## src/dplc_defines.svh

```systemverilog
`ifndef DPLC_DEFINES_SVH
`define DPLC_DEFINES_SVH

// ***********************************
// Register indices and byte offsets
// ***********************************
`define DPLC_IDX_STATUS_A   4'h0
`define DPLC_IDX_STATUS_B   4'h1
`define DPLC_IDX_CTRL_A     4'h2
`define DPLC_IDX_CTRL_B     4'h3
`define DPLC_OFF_STATUS_A   4'h0
`define DPLC_OFF_STATUS_B   4'h4
`define DPLC_OFF_CTRL_A     4'h8
`define DPLC_OFF_CTRL_B     4'hc

// ***********************************
// Field positions and reset values
// ***********************************
`define DPLC_GUARD_MSB      2
`define DPLC_GUARD_LSB      0
`define DPLC_CLKSEL_MSB     6
`define DPLC_CLKSEL_LSB     5
`define DPLC_DIS_BIT        2
`define DPLC_OP_MSB         7
`define DPLC_OP_LSB         5
`define DPLC_GUARD_RST      3'h1
`define DPLC_CLKSEL_RST     2'h3

// ***********************************
// Timing counts and error codes
// ***********************************
`define DPLC_STARTUP_CYC    16'h0040
`define DPLC_MIN_BIT_CYC    13'h0008
`define DPLC_BIT_RST        13'h07d0
`define DPLC_LAST_BIT       4'hb
`define DPLC_ERR_NONE       3'h0
`define DPLC_ERR_PARITY     3'h1
`define DPLC_ERR_FRAME      3'h2
`define DPLC_ERR_CONTEND    3'h3
`define DPLC_ERR_ACCESS     3'h4

`endif

```

## src/dplc_pkg.sv

```systemverilog
package dplc_pkg;

  // One-hot link states
  typedef enum logic [9:0] {
    ST_OFF        = 10'h001,
    ST_STARTUP    = 10'h002,
    ST_WAIT_START = 10'h004,
    ST_SYNC       = 10'h008,
    ST_WAIT_SYNC  = 10'h010,
    ST_WAIT_BYTE  = 10'h020,
    ST_RX         = 10'h040,
    ST_GUARD      = 10'h080,
    ST_TX         = 10'h100,
    ST_ERROR      = 10'h200
  } dplc_state_type;

  // Opcode field of an instruction byte
  typedef enum logic [2:0] {
    OP_DIRECT_LOAD    = 3'h0,
    OP_INDIRECT_LOAD  = 3'h1,
    OP_DIRECT_STORE   = 3'h2,
    OP_INDIRECT_STORE = 3'h3,
    OP_CS_LOAD        = 3'h4,
    OP_REPEAT         = 3'h5,
    OP_CS_STORE       = 3'h6,
    OP_KEY            = 3'h7
  } dplc_op_type;

  // Decoded instruction handed to the system side
  typedef struct packed {
    dplc_op_type op;
    logic [1:0]  sizeA;
    logic [1:0]  sizeB;
    logic        sel;
    logic        reserved;
  } dplc_instr_type;

  // Drive of the shared pin
  typedef struct packed {
    logic out;
    logic oe;
  } dplc_pin_type;

endpackage

```

## src/dplc_top.sv

```systemverilog
`timescale 1ns/1ps
`include "dplc_defines.svh"

module dplc_top
  import dplc_pkg::*;
#(
  parameter int TIMEOUT_CYC     = 65536,
  parameter int OVR_TIMEOUT_CYC = 200000
) (
  // Clock and reset
  input  wire logic        clk,
  input  wire logic        sys_rst,
  // Shared single-wire pin
  input  wire logic        pinIn,
  output dplc_pin_type     pinDrv,
  // System side
  input  wire logic        hvPulse,
  input  wire logic        fusePinCfg,
  input  wire logic        keyValid,
  input  wire logic        accessTimeout,
  output logic             pinIsPort,
  output logic             sysResetReq,
  output logic             cpuHalt,
  output logic             portClkReq,
  output dplc_instr_type   instr,
  output logic             instrValid,
  // Avalon-MM slave
  input  wire logic [3:0]  avs_address,
  input  wire logic        avs_read,
  input  wire logic        avs_write,
  input  wire logic [31:0] avs_writedata,
  output logic [31:0]      avs_readdata,
  output logic             avs_waitrequest
);

  // ************************************
  // Declarations
  // ************************************
  logic           pinMeta, pinSync, pinLast;
  logic           hvMeta, hvSync, hvLast;
  logic           fuseMeta, fuseSync;
  dplc_state_type state;
  logic [16:0]    cnt;
  logic [15:0]    phase;
  logic [3:0]     bitIdx;
  logic [1:0]     syncEdges;
  logic [12:0]    bitTime;
  logic [11:0]    shift;
  logic [16:0]    lowCnt;
  logic [16:0]    breakLen;
  logic [2:0]     errSig;
  logic [2:0]     guard;
  logic [1:0]     clkSel;
  logic           dataPend;
  logic [3:0]     csAddr;
  logic           csWr;
  logic [7:0]     csWrData;
  logic           pinOverride;
  logic           keyOk;
  logic [31:0]    ovrCnt;
  logic           fallEdge, hvEdge, linkUp, breakSeen;
  logic           busWr, disableReq, rxDone;
  logic [11:0]    frame;
  logic [7:0]     txByte;

  // Register read mux shared by the link and the bus
  function automatic logic [7:0] csRead(input logic [3:0] idx);
    logic [7:0] v;
    v = 8'h00;
    case (idx)
      `DPLC_IDX_STATUS_A: v = {4'h0, pinIsPort, pinOverride, keyOk, cpuHalt};
      `DPLC_IDX_STATUS_B: v = {5'h00, errSig};
      `DPLC_IDX_CTRL_A:   v = {1'b0, clkSel, 2'h0, guard};
      default:            v = 8'h00;
    endcase
    return v;
  endfunction

  // Instruction byte decode; reserved size codes are flagged
  function automatic dplc_instr_type decodeInstr(input logic [7:0] b);
    dplc_instr_type d;
    d.op       = dplc_op_type'(b[`DPLC_OP_MSB:`DPLC_OP_LSB]);
    d.sizeA    = b[3:2];
    d.sizeB    = b[1:0];
    d.sel      = b[2];
    d.reserved = 1'b0;
    case (d.op)
      OP_DIRECT_LOAD, OP_DIRECT_STORE:
        d.reserved = (b[3:2] == 2'h3) | b[1];
      OP_INDIRECT_LOAD:
        d.reserved = b[1];
      OP_INDIRECT_STORE:
        d.reserved = (b[3:2] == 2'h3) | b[1];
      OP_KEY:
        d.reserved = b[1];
      default:
        d.reserved = 1'b0;
    endcase
    return d;
  endfunction

  // ************************************
  // Input synchronisers
  // ************************************
  // Pin, pulse detector and fuse strap all come from outside this clock
  always_ff @(posedge clk) begin
    pinMeta  <= pinIn;
    pinSync  <= pinMeta;
    pinLast  <= pinSync;
    hvMeta   <= hvPulse;
    hvSync   <= hvMeta;
    hvLast   <= hvSync;
    fuseMeta <= fusePinCfg;
    fuseSync <= fuseMeta;
  end

  // Events seen by several processes
  assign fallEdge   = pinLast & ~pinSync;
  assign hvEdge     = hvSync & ~hvLast;
  assign linkUp     = ~(state inside {ST_OFF, ST_STARTUP, ST_WAIT_START});
  assign breakLen   = {1'b0, bitTime, 3'h0} + {2'h0, bitTime, 2'h0};
  assign breakSeen  = linkUp & (lowCnt == breakLen);
  assign busWr      = avs_write & ~avs_waitrequest;
  assign disableReq = (csWr & (csAddr == `DPLC_IDX_CTRL_B)
                       & csWrData[`DPLC_DIS_BIT])
                    | (busWr & (avs_address == `DPLC_OFF_CTRL_B)
                       & avs_writedata[`DPLC_DIS_BIT]);
  assign rxDone     = (state == ST_RX) & (phase == 16'h0000)
                    & (bitIdx == `DPLC_LAST_BIT);
  assign frame      = {pinSync, shift[11:1]};
  assign txByte     = csRead(frame[4:1]);

  // ************************************
  // Break detector
  // ************************************
  // A low line longer than twelve bit times is a break, never a frame
  always_ff @(posedge clk) begin
    if (sys_rst | pinSync | pinDrv.oe) begin
      lowCnt <= 17'h00000;
    end else if (lowCnt != breakLen) begin
      lowCnt <= lowCnt + 17'h00001;
    end
  end

  // ************************************
  // Link state machine
  // ************************************
  always_ff @(posedge clk) begin
    instrValid <= 1'b0;
    csWr       <= 1'b0;
    if (sys_rst) begin
      state      <= ST_OFF;
      pinDrv     <= '0;
      portClkReq <= 1'b0;
      cnt        <= 17'h00000;
      phase      <= 16'h0000;
      bitIdx     <= 4'h0;
      syncEdges  <= 2'h0;
      bitTime    <= `DPLC_BIT_RST;
      shift      <= 12'h000;
      errSig     <= `DPLC_ERR_NONE;
      dataPend   <= 1'b0;
      csAddr     <= 4'h0;
      csWrData   <= 8'h00;
      instr      <= '0;
    end else if (disableReq) begin
      state      <= ST_OFF;
      pinDrv     <= '0;
      portClkReq <= 1'b0;
      errSig     <= `DPLC_ERR_NONE;
      dataPend   <= 1'b0;
      bitTime    <= `DPLC_BIT_RST;
    end else if (breakSeen) begin
      state    <= ST_WAIT_SYNC;
      pinDrv   <= '0;
      dataPend <= 1'b0;
      bitTime  <= `DPLC_BIT_RST;
    end else if (linkUp & accessTimeout & (state != ST_ERROR)) begin
      state  <= ST_ERROR;
      pinDrv <= '0;
      errSig <= `DPLC_ERR_ACCESS;
    end else begin
      unique case (state)
        ST_OFF: begin
          // Falling edge only: a line still low after a self-disable
          // must not restart the port by itself
          if (pinIsPort & fallEdge) begin
            state      <= ST_STARTUP;
            pinDrv     <= '{out: 1'b0, oe: 1'b1};
            portClkReq <= 1'b1;
            cnt        <= 17'h00000;
          end
        end
        ST_STARTUP: begin
          cnt <= cnt + 17'h00001;
          if (cnt[15:0] == `DPLC_STARTUP_CYC - 16'h0001) begin
            state  <= ST_WAIT_START;
            pinDrv <= '0;
            cnt    <= 17'h00000;
          end
        end
        ST_WAIT_START: begin
          if (fallEdge) begin
            state     <= ST_SYNC;
            cnt       <= 17'h00001;
            syncEdges <= 2'h0;
          end else if (cnt == 17'(TIMEOUT_CYC - 1)) begin
            state      <= ST_OFF;
            portClkReq <= 1'b0;
          end else begin
            cnt <= cnt + 17'h00001;
          end
        end
        ST_WAIT_SYNC: begin
          if (fallEdge) begin
            state     <= ST_SYNC;
            cnt       <= 17'h00001;
            syncEdges <= 2'h0;
          end
        end
        ST_SYNC: begin
          // 0x55 gives four more falling edges, two bit times apart, the last eight bit times after the start;
          // the start edge counts as cycle one so the rate is not short
          if (~cnt[16]) begin
            cnt <= cnt + 17'h00001;
          end
          if (fallEdge) begin
            syncEdges <= syncEdges + 2'h1;
            if (syncEdges == 2'h3) begin
              if (cnt[16] | (cnt[15:3] < `DPLC_MIN_BIT_CYC)) begin
                state      <= ST_OFF;
                portClkReq <= 1'b0;
              end else begin
                state   <= ST_WAIT_BYTE;
                bitTime <= cnt[15:3];
              end
            end
          end
        end
        ST_WAIT_BYTE: begin
          if (fallEdge) begin
            state  <= ST_RX;
            phase  <= {4'h0, bitTime[12:1]};
            bitIdx <= 4'h0;
          end
        end
        ST_RX: begin
          if (phase != 16'h0000) begin
            phase <= phase - 16'h0001;
          end else begin
            shift  <= frame;
            bitIdx <= bitIdx + 4'h1;
            phase  <= {3'h0, bitTime} - 16'h0001;
            if (rxDone) begin
              if (frame[0] | ~frame[10] | ~frame[11]) begin
                state  <= ST_ERROR;
                errSig <= `DPLC_ERR_FRAME;
              end else if (^frame[9:1]) begin
                state  <= ST_ERROR;
                errSig <= `DPLC_ERR_PARITY;
              end else if (dataPend) begin
                // Data byte of a control store lands in the registers
                dataPend <= 1'b0;
                csWr     <= 1'b1;
                csWrData <= frame[8:1];
                state    <= ST_WAIT_SYNC;
              end else if (frame[8:6] == OP_CS_LOAD) begin
                state  <= ST_GUARD;
                shift  <= {2'h3, ^txByte, txByte, 1'b0};
                phase  <= {3'h0, bitTime} - 16'h0001;
                bitIdx <= 4'h0;
              end else if (frame[8:6] == OP_CS_STORE) begin
                csAddr   <= frame[4:1];
                dataPend <= 1'b1;
                state    <= ST_WAIT_BYTE;
              end else begin
                // System-space and key work is done outside this block
                instr      <= decodeInstr(frame[8:1]);
                instrValid <= 1'b1;
                state      <= ST_WAIT_SYNC;
              end
            end
          end
        end
        ST_GUARD: begin
          // Idle bits are counted at the measured rate before turning
          if (phase != 16'h0000) begin
            phase <= phase - 16'h0001;
          end else if (bitIdx == {1'b0, guard}) begin
            state  <= ST_TX;
            pinDrv <= '{out: 1'b0, oe: 1'b1};
            phase  <= {3'h0, bitTime} - 16'h0001;
            bitIdx <= 4'h0;
          end else begin
            bitIdx <= bitIdx + 4'h1;
            phase  <= {3'h0, bitTime} - 16'h0001;
          end
        end
        ST_TX: begin
          if ((phase == {4'h0, bitTime[12:1]}) & (pinSync != shift[0])) begin
            state  <= ST_ERROR;
            errSig <= `DPLC_ERR_CONTEND;
            pinDrv <= '0;
          end else if (phase != 16'h0000) begin
            phase <= phase - 16'h0001;
          end else if (bitIdx == `DPLC_LAST_BIT) begin
            state  <= ST_WAIT_SYNC;
            pinDrv <= '0;
          end else begin
            shift      <= {1'b1, shift[11:1]};
            pinDrv.out <= shift[1];
            bitIdx     <= bitIdx + 4'h1;
            phase      <= {3'h0, bitTime} - 16'h0001;
          end
        end
        ST_ERROR: begin
          pinDrv <= '0;
        end
      endcase
    end
  end

  // ************************************
  // Control registers
  // ************************************
  // Link store and bus write share these; the bus wins a same-cycle tie
  always_ff @(posedge clk) begin
    if (sys_rst | disableReq) begin
      guard  <= `DPLC_GUARD_RST;
      clkSel <= `DPLC_CLKSEL_RST;
    end else begin
      if (breakSeen) begin
        clkSel <= `DPLC_CLKSEL_RST;
      end else if (csWr & (csAddr == `DPLC_IDX_CTRL_A)) begin
        clkSel <= csWrData[`DPLC_CLKSEL_MSB:`DPLC_CLKSEL_LSB];
      end
      if (csWr & (csAddr == `DPLC_IDX_CTRL_A)) begin
        guard <= csWrData[`DPLC_GUARD_MSB:`DPLC_GUARD_LSB];
      end
      if (busWr & (avs_address == `DPLC_OFF_CTRL_A)) begin
        guard <= avs_writedata[`DPLC_GUARD_MSB:`DPLC_GUARD_LSB];
        if (~breakSeen) begin
          clkSel <= avs_writedata[`DPLC_CLKSEL_MSB:`DPLC_CLKSEL_LSB];
        end
      end
    end
  end

  // ************************************
  // Pin override, halt and system reset
  // ************************************
  // The override survives everything except power-on reset and expiry
  always_ff @(posedge clk) begin
    sysResetReq <= 1'b0;
    if (sys_rst) begin
      pinOverride <= 1'b0;
      cpuHalt     <= 1'b0;
      keyOk       <= 1'b0;
      ovrCnt      <= 32'h00000000;
      pinIsPort   <= 1'b0;
    end else begin
      pinIsPort <= fuseSync | pinOverride;
      if (hvEdge) begin
        pinOverride <= 1'b1;
        sysResetReq <= 1'b1;
        cpuHalt     <= 1'b1;
        keyOk       <= 1'b0;
        ovrCnt      <= 32'h00000000;
      end else if (disableReq) begin
        sysResetReq <= 1'b1;
        cpuHalt     <= 1'b0;
        keyOk       <= 1'b0;
      end else if (keyValid) begin
        keyOk   <= 1'b1;
        cpuHalt <= 1'b0;
      end else if (cpuHalt) begin
        if (ovrCnt == 32'(OVR_TIMEOUT_CYC - 1)) begin
          sysResetReq <= 1'b1;
          cpuHalt     <= 1'b0;
          pinOverride <= 1'b0;
        end else begin
          ovrCnt <= ovrCnt + 32'h00000001;
        end
      end
    end
  end

  // ************************************
  // Avalon-MM slave
  // ************************************
  // Fixed one wait cycle; unmapped reads return zero, writes are dropped
  always_ff @(posedge clk) begin
    if (sys_rst) begin
      avs_waitrequest <= 1'b1;
      avs_readdata    <= 32'h00000000;
    end else if (avs_waitrequest & (avs_read | avs_write)) begin
      avs_waitrequest <= 1'b0;
      avs_readdata    <= 32'h00000000;
      if (avs_read & (avs_address[1:0] == 2'h0)) begin
        avs_readdata <= {24'h000000, csRead({2'h0, avs_address[3:2]})};
      end
    end else begin
      avs_waitrequest <= 1'b1;
    end
  end

  // ************************************
  // Assertions
  // ************************************
  logic [19:0] guardCnt;
  logic [19:0] guardLen;
  assign guardLen = 20'({17'h00000, guard} + 20'h00001) * {7'h00, bitTime};
  always_ff @(posedge clk) begin
    guardCnt <= (state == ST_GUARD) ? guardCnt + 20'h00001 : 20'h00000;
  end
endmodule

```

## config.mk

```make
export PLATFORM = sky130hd
export DESIGN_NAME = dplc_top
export DESIGN_NICKNAME = d
export VERILOG_FILES = /design/src/dplc_pkg.sv /design/src/dplc_top.sv
export VERILOG_INCLUDE_DIRS = /design/src /design/src/src
export SDC_FILE = /design/constraint.sdc
export NUM_CORES = 1
export LEC_CHECK = 0
export ABC_AREA = 1
export BUFFER_PORTS_ARGS = -buffer_cell sky130_fd_sc_hd__buf_2
export CAP_MARGIN = 20
export CELL_PAD_IN_SITES_DETAIL_PLACEMENT = 1
export CELL_PAD_IN_SITES_GLOBAL_PLACEMENT = 2
export CORE_MARGIN = 2
export CORE_UTILIZATION = 36
export DETAILED_ROUTE_END_ITERATION = 7
export PLACE_DENSITY = 0.89
export SLEW_MARGIN = 20
export SYNTH_ARGS = -nofsm -noshare
export SYNTH_HDL_FRONTEND = slang
export SYNTH_SLANG_ARGS = --single-unit
export TNS_END_PERCENT = 5
```

## constraint.sdc

```tcl
create_clock -name clk -period 5.5 [get_ports clk]
set_input_delay 0.275 -clock clk [delete_from_list [all_inputs] [get_ports clk]]
set_output_delay 0.275 -clock clk [all_outputs]
set_load 0.01 [all_outputs]
```

==> impl_metrics.yaml, run 1 <==
finish:
  nets: 2015
  fillCellCount: 4421
  area_growth_pct: 8.94
  multi_input_area_sq_um: 7310
  drive_gt1_share_pct: 6.81
  antenna_cells: 0
  regArea_sq_um: 3480
floorplanning:
  initial_utilization_pct: 36.8
  rows: 66
  dieArea_sq_um: 35000
  core-area_sq_um: 32800
  die_x_microns: 187
  ios: 94
  die_h_microns: 187
synthesis:
  async_reset_ff_share_pct: 0
  syn_avg_cell_area_sq_um: 6.33
  synth-warning-count: 0
  synthMostInstantiatedCell: "nand2_1"
  synth_flop_cell: "dfxtp_1"
  synthesis.area_sq_um: 12100
  yosysSeqAreaShare_pct: 28.9
  synthTopCellsByArea: "dfxtp_1 (29%), nand2_1 (15%), inv_1 (7.4%)"
  syn_inst: 1903
  synth.largest_area_cell: "dfxtp_1"
  synth_enable_flop_cells: 0
  yosys-top-cells-count: "nand2_1 (472), inv_1 (237), nor2_1 (229)"
  synth_top_cell_area_share_pct: 28.9
  synth_seq_cells: 174
  synth_cell_types: 58
sta:
  setup_tns_ns: 0
  worst_pin_slew_ns: 0.723
  rsz0062_at_grt: "false"
  fin_crit_sh_pct: 73.5
  relSlewSlack_pct: 51.7
  timing.fmax_mhz: 247
  drv_slew: 0
  hold_viol_final: 0
  fin_crit_ns: 4.04
  worst_slack_ns: 1.46
  setup_viol: 0
  fin_skew_ns: 0.0130
pwr:
  p_leak_nw: 5.84
  p_per_area_nw_per_um2: 269
  peakVddDrop_uv: 248
global_routing:
  grt_use_met1_pct: 27.4
  grt_pass1_vias: 12700
  use_met2_pct: 41.0
  grt.busiest_layer: "met2"
  grt_usage_pct: 22.4
  grt_max_degree: 33
  grt_pass1_wl_mm: 64.2
  gr-total-overflow: 0
  antenna_found_initial: 0
  use_met3_pct: 3.10
worst_setup_path:
  startpoint_type: "flop"
  path_max_fanout: 11
  worst_setup_path_end_kind: "flop"
  worstPathArrival_ns: 4.36
  required_ns: 5.82
  criticalPathCategory: "reg -> reg"
detailed_routing:
  vias_per_cell: 5.17
  routed_wl_mm: 38.8
  route.vias.total: 12300
  remaining_drc_errors: 0
  wl_per_cell_microns: 16.3
  dr.first_iter.drc_count: 544
  drtAntennaViolNets: 0
  drtPass1Iterations: 5
clock_tree:
  clockRootBuffer: "clkbuf_16"
  cts_buffers: 17
  post_cts_buffers: 0
  htree_levels: 4
  clkTransAtPathRegs_ns: 0.07
  clk_latency_ns: 0.46
  cts_tree: "yes"
  cts_sinks: 174
  cts.path.max_buffers: 2
status:
  outcome: "completed"
placed_design:
  gp_congestion: 0.856
  io_buffers: 40
  hpwlAfterDp_mm: 29.6
  place_ws_ns: 1.45
hold_path:
  hold_class: "in -> reg"
flow_run:
  drv_cap: 0
logic make-up (layout without fill, tap and decap cells):
family | count (synthesis) | in the layout | share of synthesized area (%)
flip-flops | 174 | 174 | 28.9
AND/OR/NAND/NOR | 1001 | 1001 | 36.4
XOR/XNOR | 70 | 70 | 5.09
other | 1 | 26 | 0.0311
buffers and inverters | 318 | 329 | 11.2
adder cells (fa/ha/maj) | 43 | 43 | 4.53
AO/OA/AOI/OAI | 296 | 296 | 13.8
cell type report:
type / instances / area share, %
Clock inverter: 13 / 0.982
Multi-Input combinational cell: 1436 / 55.7
Clock buffer: 18 / 3.35
Tap cell: 442 / 4.21
Sequential cell: 174 / 26.5
Inverter: 250 / 7.17
Timing Repair Buffer: 48 / 2.04
worst paths after layout:
check | from | end | slack, ns | cells after the start
max | cnt[0] | state[2] | 1.46 | 19
min | avs_writedata[0] | guard[0] | 0.1 | 3
min reg2reg | pinMeta | pinSync | 0.34 | 0
max reg2reg | cnt[0] | state[2] | 1.46 | 19
through the flow:
stage	hold WS [ns]	util [%]	cell area, sq um	instances	total power, mW
floorplan	0.303	-	12100	1928	2.11
global placement	0.311	38.2	12500	2347	2.29
detailed placement	0.320	38.2	12500	2347	2.33
CTS	0.0700	40.0	13100	2381	3.56
global route	0.0945	40.0	13100	2381	3.74
finish	0.0964	40.0	13100	2381	3.53
cell usage in the layout (no fill, tap or decap), types with 6 or more instances in the layout:
master / netlist / layout
o211ai_1: 17 / 17
conb_1: 1 / 26
ha_1: 42 / 42
inv_1: 237 / 236
xor2_1: 45 / 45
or2_2: 14 / 14
a21oi_1: 120 / 120
dfxtp_1: 174 / 174
nor2_2: 8 / 8
xnor2_1: 25 / 25
nand4_1: 45 / 45
nor2_1: 229 / 229
o21ai_0: 100 / 100
and3_1: 6 / 6
clkbuf_16: 0 / 17
a31oi_1: 17 / 17
buf_2: 16 / 40
inv_2: 9 / 10
o21ai_1: 7 / 7
nand2_1: 472 / 472
nor4_1: 9 / 9
nand3b_1: 6 / 6
nor3_1: 60 / 59
nand3_1: 122 / 122
state kept, by name (all words and copies together), names as in the netlist, 3 cells and up:
signal	cells
shift	12
bitIdx	4
phase	16
state	10
csWrData	5
ovrCnt	32
cnt	17
avs_readdata	6
bitTime	13
lowCnt	17
errSig	3
guard	3
instr	8
csAddr	4
worst max-delay path, stage by stage, from the launching register on:
cell     delay (ns)
dfxtp_1        0.39
ha_1           0.19
nand2_1        0.09
nor2_1         0.09
nand2_1        0.08
nor2_1         0.29
nand3_1        0.16
nor2_1         0.16
nand2_1        0.11
nor4_1         0.38
nand3_1        0.17
nor2_1         0.18
ha_1           0.23
nor3_1         0.10
nor3_1         0.18
nand4_1        0.10
nor2_1         0.55
inv_1          0.27
nand2_1        0.13
a21oi_1        0.06
layer usage:
layer	up-vias	share of wire, %	routed length [microns]
li1	6167	-	-
met2	179	50	19400
met3	40	3.1	1200
met5	-	0	0
met1	5919	45	17500
met4	0	1.7	654
power by group:
group	internal [mW]	switching, mW	total (mW)
clock network	0.644	0.579	1.22
registers	1.36	0.0884	1.45
logic	0.248	0.614	0.862
repair_timing:
| item | in CTS | in global routing |
|---|---|---|
| resized for setup | 0 | 0 |
| hold buffers | 3 | 0 |
| hold endpoints to repair | 3 | 0 |
No activity file was read; power rests on OpenSTA's default activity.
==> inputs of run 2 (changes only) <==
- CORE_UTILIZATION: 36 -> 33
- PLACE_DENSITY: 0.89 -> 0.83
- clock period: 5.5 -> 4.2 ns (I/O delays scaled with it)
==> impl_metrics.yaml, run 2 (synthesis gave the netlist of run 1 again) <==
status:
  outcome: "completed"
detailed_routing:
  routed_wl_mm: 39.9
  drtPass1Iterations: 5
  remaining_drc_errors: 0
  drtAntennaViolNets: 0
  dr.first_iter.drc_count: 539
  wl_per_cell_microns: 16.5
  route.vias.total: 12300
  vias_per_cell: 5.09
worst_setup_path:
  path_max_fanout: 32
  worst-path-stages: 20
  critical_path_buf_inv_count: 0
  cp_top_family: "simple AND/OR/NAND/NOR gates"
  worstSetupEndpoint: "cnt[1]"
  crit_slowest_cell: "nand3_2"
  worstPathArrival_ns: 4.09
  startpoint_type: "flop"
  path_cells: "ha_1 -> nand2_1 -> nor2_1 -> nand2_1 -> nor2_1 -> nand3_1 -> nor2_1 -> nand2_1 -> nor4_1 -> nand3_1 -> nor2_1 -> ha_1 -> nand2_1 -> o21ai_0 -> nor2_1 -> nand2_1 -> a21oi_1 -> nand3_2 -> o21ai_0 -> a21oi_1"
  required_ns: 4.57
  criticalPathCategory: "reg -> reg"
  worst_setup_path_end_kind: "flop"
  r2r-start: "cnt[0]"
  cp_slowest_stage_delay_ns: 0.45
  rr_endpoint: "cnt[1]"
  r2r_cells: 20
  reg2reg_slack_ns: 0.48
  startpoint: "cnt[0]"
floorplanning:
  rows: 69
  die_x_microns: 195
  ios: 94
  core-area_sq_um: 35700
  die_h_microns: 195
  initial_utilization_pct: 33.7
  dieArea_sq_um: 38100
sta:
  hold_viol_final: 0
  drv_slew: 0
  rsz0062_at_grt: "false"
  timing.fmax_mhz: 269
  fin_crit_sh_pct: 88.5
  setup_tns_ns: 0
  fin_crit_ns: 3.72
  fin_skew_ns: 0.0127
  worst_pin_slew_ns: 0.773
  hold-worst-slack_ns: 0.0216
  setup_viol: 0
  relSlewSlack_pct: 48.3
finish:
  drive_gt1_share_pct: 7.70
  antenna_cells: 0
  layout_commonest_cell: "nand2_1"
  area_growth_pct: 10.5
  fillCellCount: 4800
  reg_top3: "ovrCnt: 32 flops, cnt: 17 flops, lowCnt: 17 flops"
  regMostFlops: "ovrCnt"
  largest_reg_flops: 32
  final_cell_mix: "nand2_1 (472), inv_1 (236), nor2_1 (229)"
  nets: 2036
placed_design:
  hpwlAfterDp_mm: 30.9
  io_buffers: 40
  gp_congestion: 0.841
clock_tree:
  clockRootBuffer: "clkbuf_16"
  clk_latency_ns: 0.46
  cts_tree: "yes"
  cts_buffers: 17
  htree_levels: 4
  cts_sinks: 174
  cts.path.max_buffers: 2
  post_cts_buffers: 0
  clkTransAtPathRegs_ns: 0.08
pwr:
  peakVddDrop_uv: 320
  p_per_area_nw_per_um2: 350
  p_leak_nw: 5.93
global_routing:
  grt_max_degree: 33
  gr-total-overflow: 0
  grt_pass1_wl_mm: 65.4
  grt_usage_pct: 21.3
  antenna_found_initial: 0
  grt_pass1_vias: 12500
hold_path:
  hold_class: "in -> reg"
flow_run:
  drv_cap: 0
## run 2: cell types whose count changed in the layout (fill, tap and decap cells not counted), moves of 2 or more
cell / delta
clkinv_2: -2
clkinv_8: +2
buf_4: +20
inv_8: +3
## run 2: worst min-delay path by stage
stage	start	endpoint	slack, ns	cells after the start
global placement	hvPulse	hvMeta	0.31	1
floorplan	fusePinCfg	fuseMeta	0.24	0
detailed placement	pinMeta	pinSync	0.31	0
finish	avs_writedata[0]	guard[0]	0.02	3
global route	avs_writedata[0]	guard[0]	0.02	3
CTS	avs_writedata[0]	guard[0]	0.006	3
## run 2: area by class of cell
class	instances	area (sq um)	share of cell area, %
multi-input combinational	1436	7310	54.9
tap	461	577	4.33
clock inverter	14	145	1.09
sequential	174	3480	26.2
clock buffer	18	429	3.22
timing repair buffer	69	428	3.21
inverter	250	941	7.07
## run 2: timing repair
action | 4_1_cts | 5_1_grt
resized for setup | 0 | 0
hold buffers | 4 | 0
endpoints found under the hold margin | 4 | 0
endpoints found under the setup margin | 0 | 0
## run 2: through the flow
stage	cell area [sq um]	cells	power, mW	utilization (%)	setup slack [ns]
after floorplan	12100	1928	2.76	-	1.37
after global placement	12700	2386	3.04	35.5	0.742
after detailed placement	12700	2386	3.07	35.5	0.548
after CTS	13300	2422	4.71	37.2	0.505
after global routing	13300	2422	4.94	37.2	0.0541
final	13300	2422	4.66	37.2	0.482
## run 2: worst register-to-register path: cells and delay by family, from the launching register on
kind                       cells  cell delay, ns
and+or+nand+nor               14            2.36
AOI/OAI and AO/OA              4            0.49
adders and majority gates      2            0.41
DFF                            1            0.38
## run 2: power by group
group | internal, mW | total (mW) | switching [mW] | leakage (nW)
Clock | 0.792 | 1.62 | 0.826 | 0.275
Sequential | 1.78 | 1.89 | 0.116 | 1.41
Combinational | 0.343 | 1.14 | 0.802 | 4.25
## run 2: layer usage
metal  routed length, microns  global-route usage [%]  share of wire (%)
met5                        0                       0                  0
met4                      644                    5.26                1.6
met3                     1040                    2.97                2.6
met2                    19600                    38.4                 49
met1                    18600                    26.5                 47
==> inputs of run 3 (changes only) <==
- clock period: 4.2 -> 3.5 ns (I/O delays scaled with it)
==> impl_metrics.yaml, run 3 (synthesis gave the netlist of run 1 again) <==
status:
  outcome: "completed"
finish:
  fillCellCount: 4737
  drive_gt1_share_pct: 8.60
  reg_top3: "ovrCnt: 32 flops, cnt: 17 flops, lowCnt: 17 flops"
  multi_input_area_sq_um: 7330
  area_growth_pct: 12.3
  antenna_cells: 0
  layout_commonest_cell: "nand2_1"
  largest_reg_flops: 32
  final_util_pct: 37.9
  nets: 2052
  regArea_sq_um: 3480
  regMostFlops: "ovrCnt"
  final_cell_mix: "nand2_1 (472), inv_1 (236), nor2_1 (228)"
flow_run:
  drv_cap: 0
sta:
  drv_slew: 0
  relSlewSlack_pct: 43.6
  timing.fmax_mhz: 320
  setup_viol: 0
  fin_crit_sh_pct: 89.4
  rsz0062_at_grt: "false"
  fin_crit_ns: 3.13
  fin_skew_ns: 0.0131
  setup_tns_ns: 0
  hold_viol_final: 0
  worst_pin_slew_ns: 0.843
pwr:
  p_per_area_nw_per_um2: 423
  p_leak_nw: 6.05
  peakVddDrop_uv: 405
global_routing:
  grt_max_degree: 33
  gr-total-overflow: 0
  grt_pass1_vias: 12800
  antenna_found_initial: 0
  grt_usage_pct: 21.7
  grt_pass1_wl_mm: 66.9
placed_design:
  gp_congestion: 0.835
  hpwlAfterDp_mm: 31.4
  io_buffers: 40
clock_tree:
  cts_tree: "yes"
  cts.path.max_buffers: 2
  clkTransAtPathRegs_ns: 0.08
  clockRootBuffer: "clkbuf_16"
  clk_latency_ns: 0.47
  post_cts_buffers: 0
  cts_buffers: 17
  htree_levels: 4
  cts_sinks: 174
detailed_routing:
  drtPass1Iterations: 5
  route.vias.total: 12500
  vias_per_cell: 5.12
  dr.first_iter.drc_count: 681
  remaining_drc_errors: 0
  routed_wl_mm: 40.4
  drtAntennaViolNets: 0
  wl_per_cell_microns: 16.6
worst_setup_path:
  critical_path.most_common_cell: "nand2_1"
  worst_setup_path_end_kind: "flop"
  path_max_fanout: 16
  cp_slowest_stage_delay_ns: 0.37
  criticalPathCategory: "reg -> reg"
  startpoint_type: "flop"
  critical_path_buf_inv_count: 3
  crit_slowest_cell: "ha_1"
  required_ns: 3.84
  worstPathArrival_ns: 3.47
  cp_top_family: "simple AND/OR/NAND/NOR gates"
  path_cells: "inv_1 -> ha_1 -> or2_1 -> nand2_1 -> nor2_1 -> nor2_2 -> nor2_1 -> nor2_1 -> nand2_1 -> nand2_1 -> nand2_1 -> nor2_4 -> nand3_4 -> nand2_2 -> inv_2 -> nand2_1 -> buf_4 -> a21oi_1"
floorplanning:
  dieArea_sq_um: 38100
  die_x_microns: 195
  ios: 94
  die_h_microns: 195
  initial_utilization_pct: 33.7
  core-area_sq_um: 35700
  rows: 69
hold_path:
  hold_class: "in -> reg"
run 3: changes by cell type in the layout (fill, tap and decap cells not counted), sizes merged:
| cell | change |
|---|---|
| dlygate4sd3 | +2 |
| clkbuf | -1 |
| buf | +14 |
| clkinv | +2 |
| inv | -2 |
| bufinv | +1 |
run 3: per-stage QoR:
| step | std cells | setup WS, ns | hold WS (ns) | cell area (sq um) | power (mW) |
|---|---|---|---|---|---|
| 6_report | 2438 | 0.372 | 0.0221 | 13500 | 5.72 |
| 5_1_grt | 2438 | 0.0268 | 0.00728 | 13500 | 6.06 |
| 2_1_floorplan | 1928 | 0.675 | 0.203 | 12100 | 3.31 |
| 3_3_place_gp | 2400 | 0.255 | 0.281 | 12900 | 3.69 |
| 3_5_place_dp | 2400 | 0.207 | 0.284 | 12900 | 3.75 |
| 4_1_cts | 2438 | 0.157 | 0.00457 | 13500 | 5.77 |
run 3: final timing paths:
check             cells past startpoint         to  startpoint  slack, ns
hold / removal                        3      keyOk    keyValid       0.02
setup reg to reg                     18  pinDrv[0]  bitTime[2]       0.37
setup / recovery                     18  pinDrv[0]  bitTime[2]       0.37
hold reg to reg                       0    pinSync     pinMeta       0.35
run 3: final cells by class:
cell class              count  share of cell area [%]
flip-flops and latches    174                    25.7
inverters                 250                    6.95
clock inverters            15                    1.29
well taps                 461                    4.26
multi-input cells        1436                    54.2
repair buffers             85                    4.46
clock buffers              17                    3.14
run 3: power breakdown:
group | switching [mW] | internal [mW]
Clock | 0.978 | 1.02
Combinational | 0.993 | 0.459
Sequential | 0.138 | 2.14
run 3: worst reg2reg max path: stages, from the launching register on:
cell and delay (ns):
dfxtp_1 0.35, inv_1 0.10, ha_1 0.37, or2_1 0.25
nand2_1 0.13, nor2_1 0.07, nor2_2 0.11, nor2_1 0.07
nor2_1 0.09, nand2_1 0.06, nand2_1 0.12, nand2_1 0.11
nor2_4 0.19, nand3_4 0.29, nand2_2 0.18, inv_2 0.12
nand2_1 0.15, buf_4 0.21, a21oi_1 0.06
run 3: timing repair:
item,CTS,global route
endpoints found under the hold margin,6,0
hold buffers,6,0
endpoints found under the setup margin,0,26
resized for setup,0,5
run 3: layer usage:
metal | vias up | track usage (%) | share of wire (%)
li1 | 6260 | - | -
met1 | 6013 | 27.4 | 47
met2 | 159 | 38.1 | 48
met3 | 52 | 3.28 | 2.9
met4 | 0 | 6.53 | 2.2
met5 | - | 0 | 0
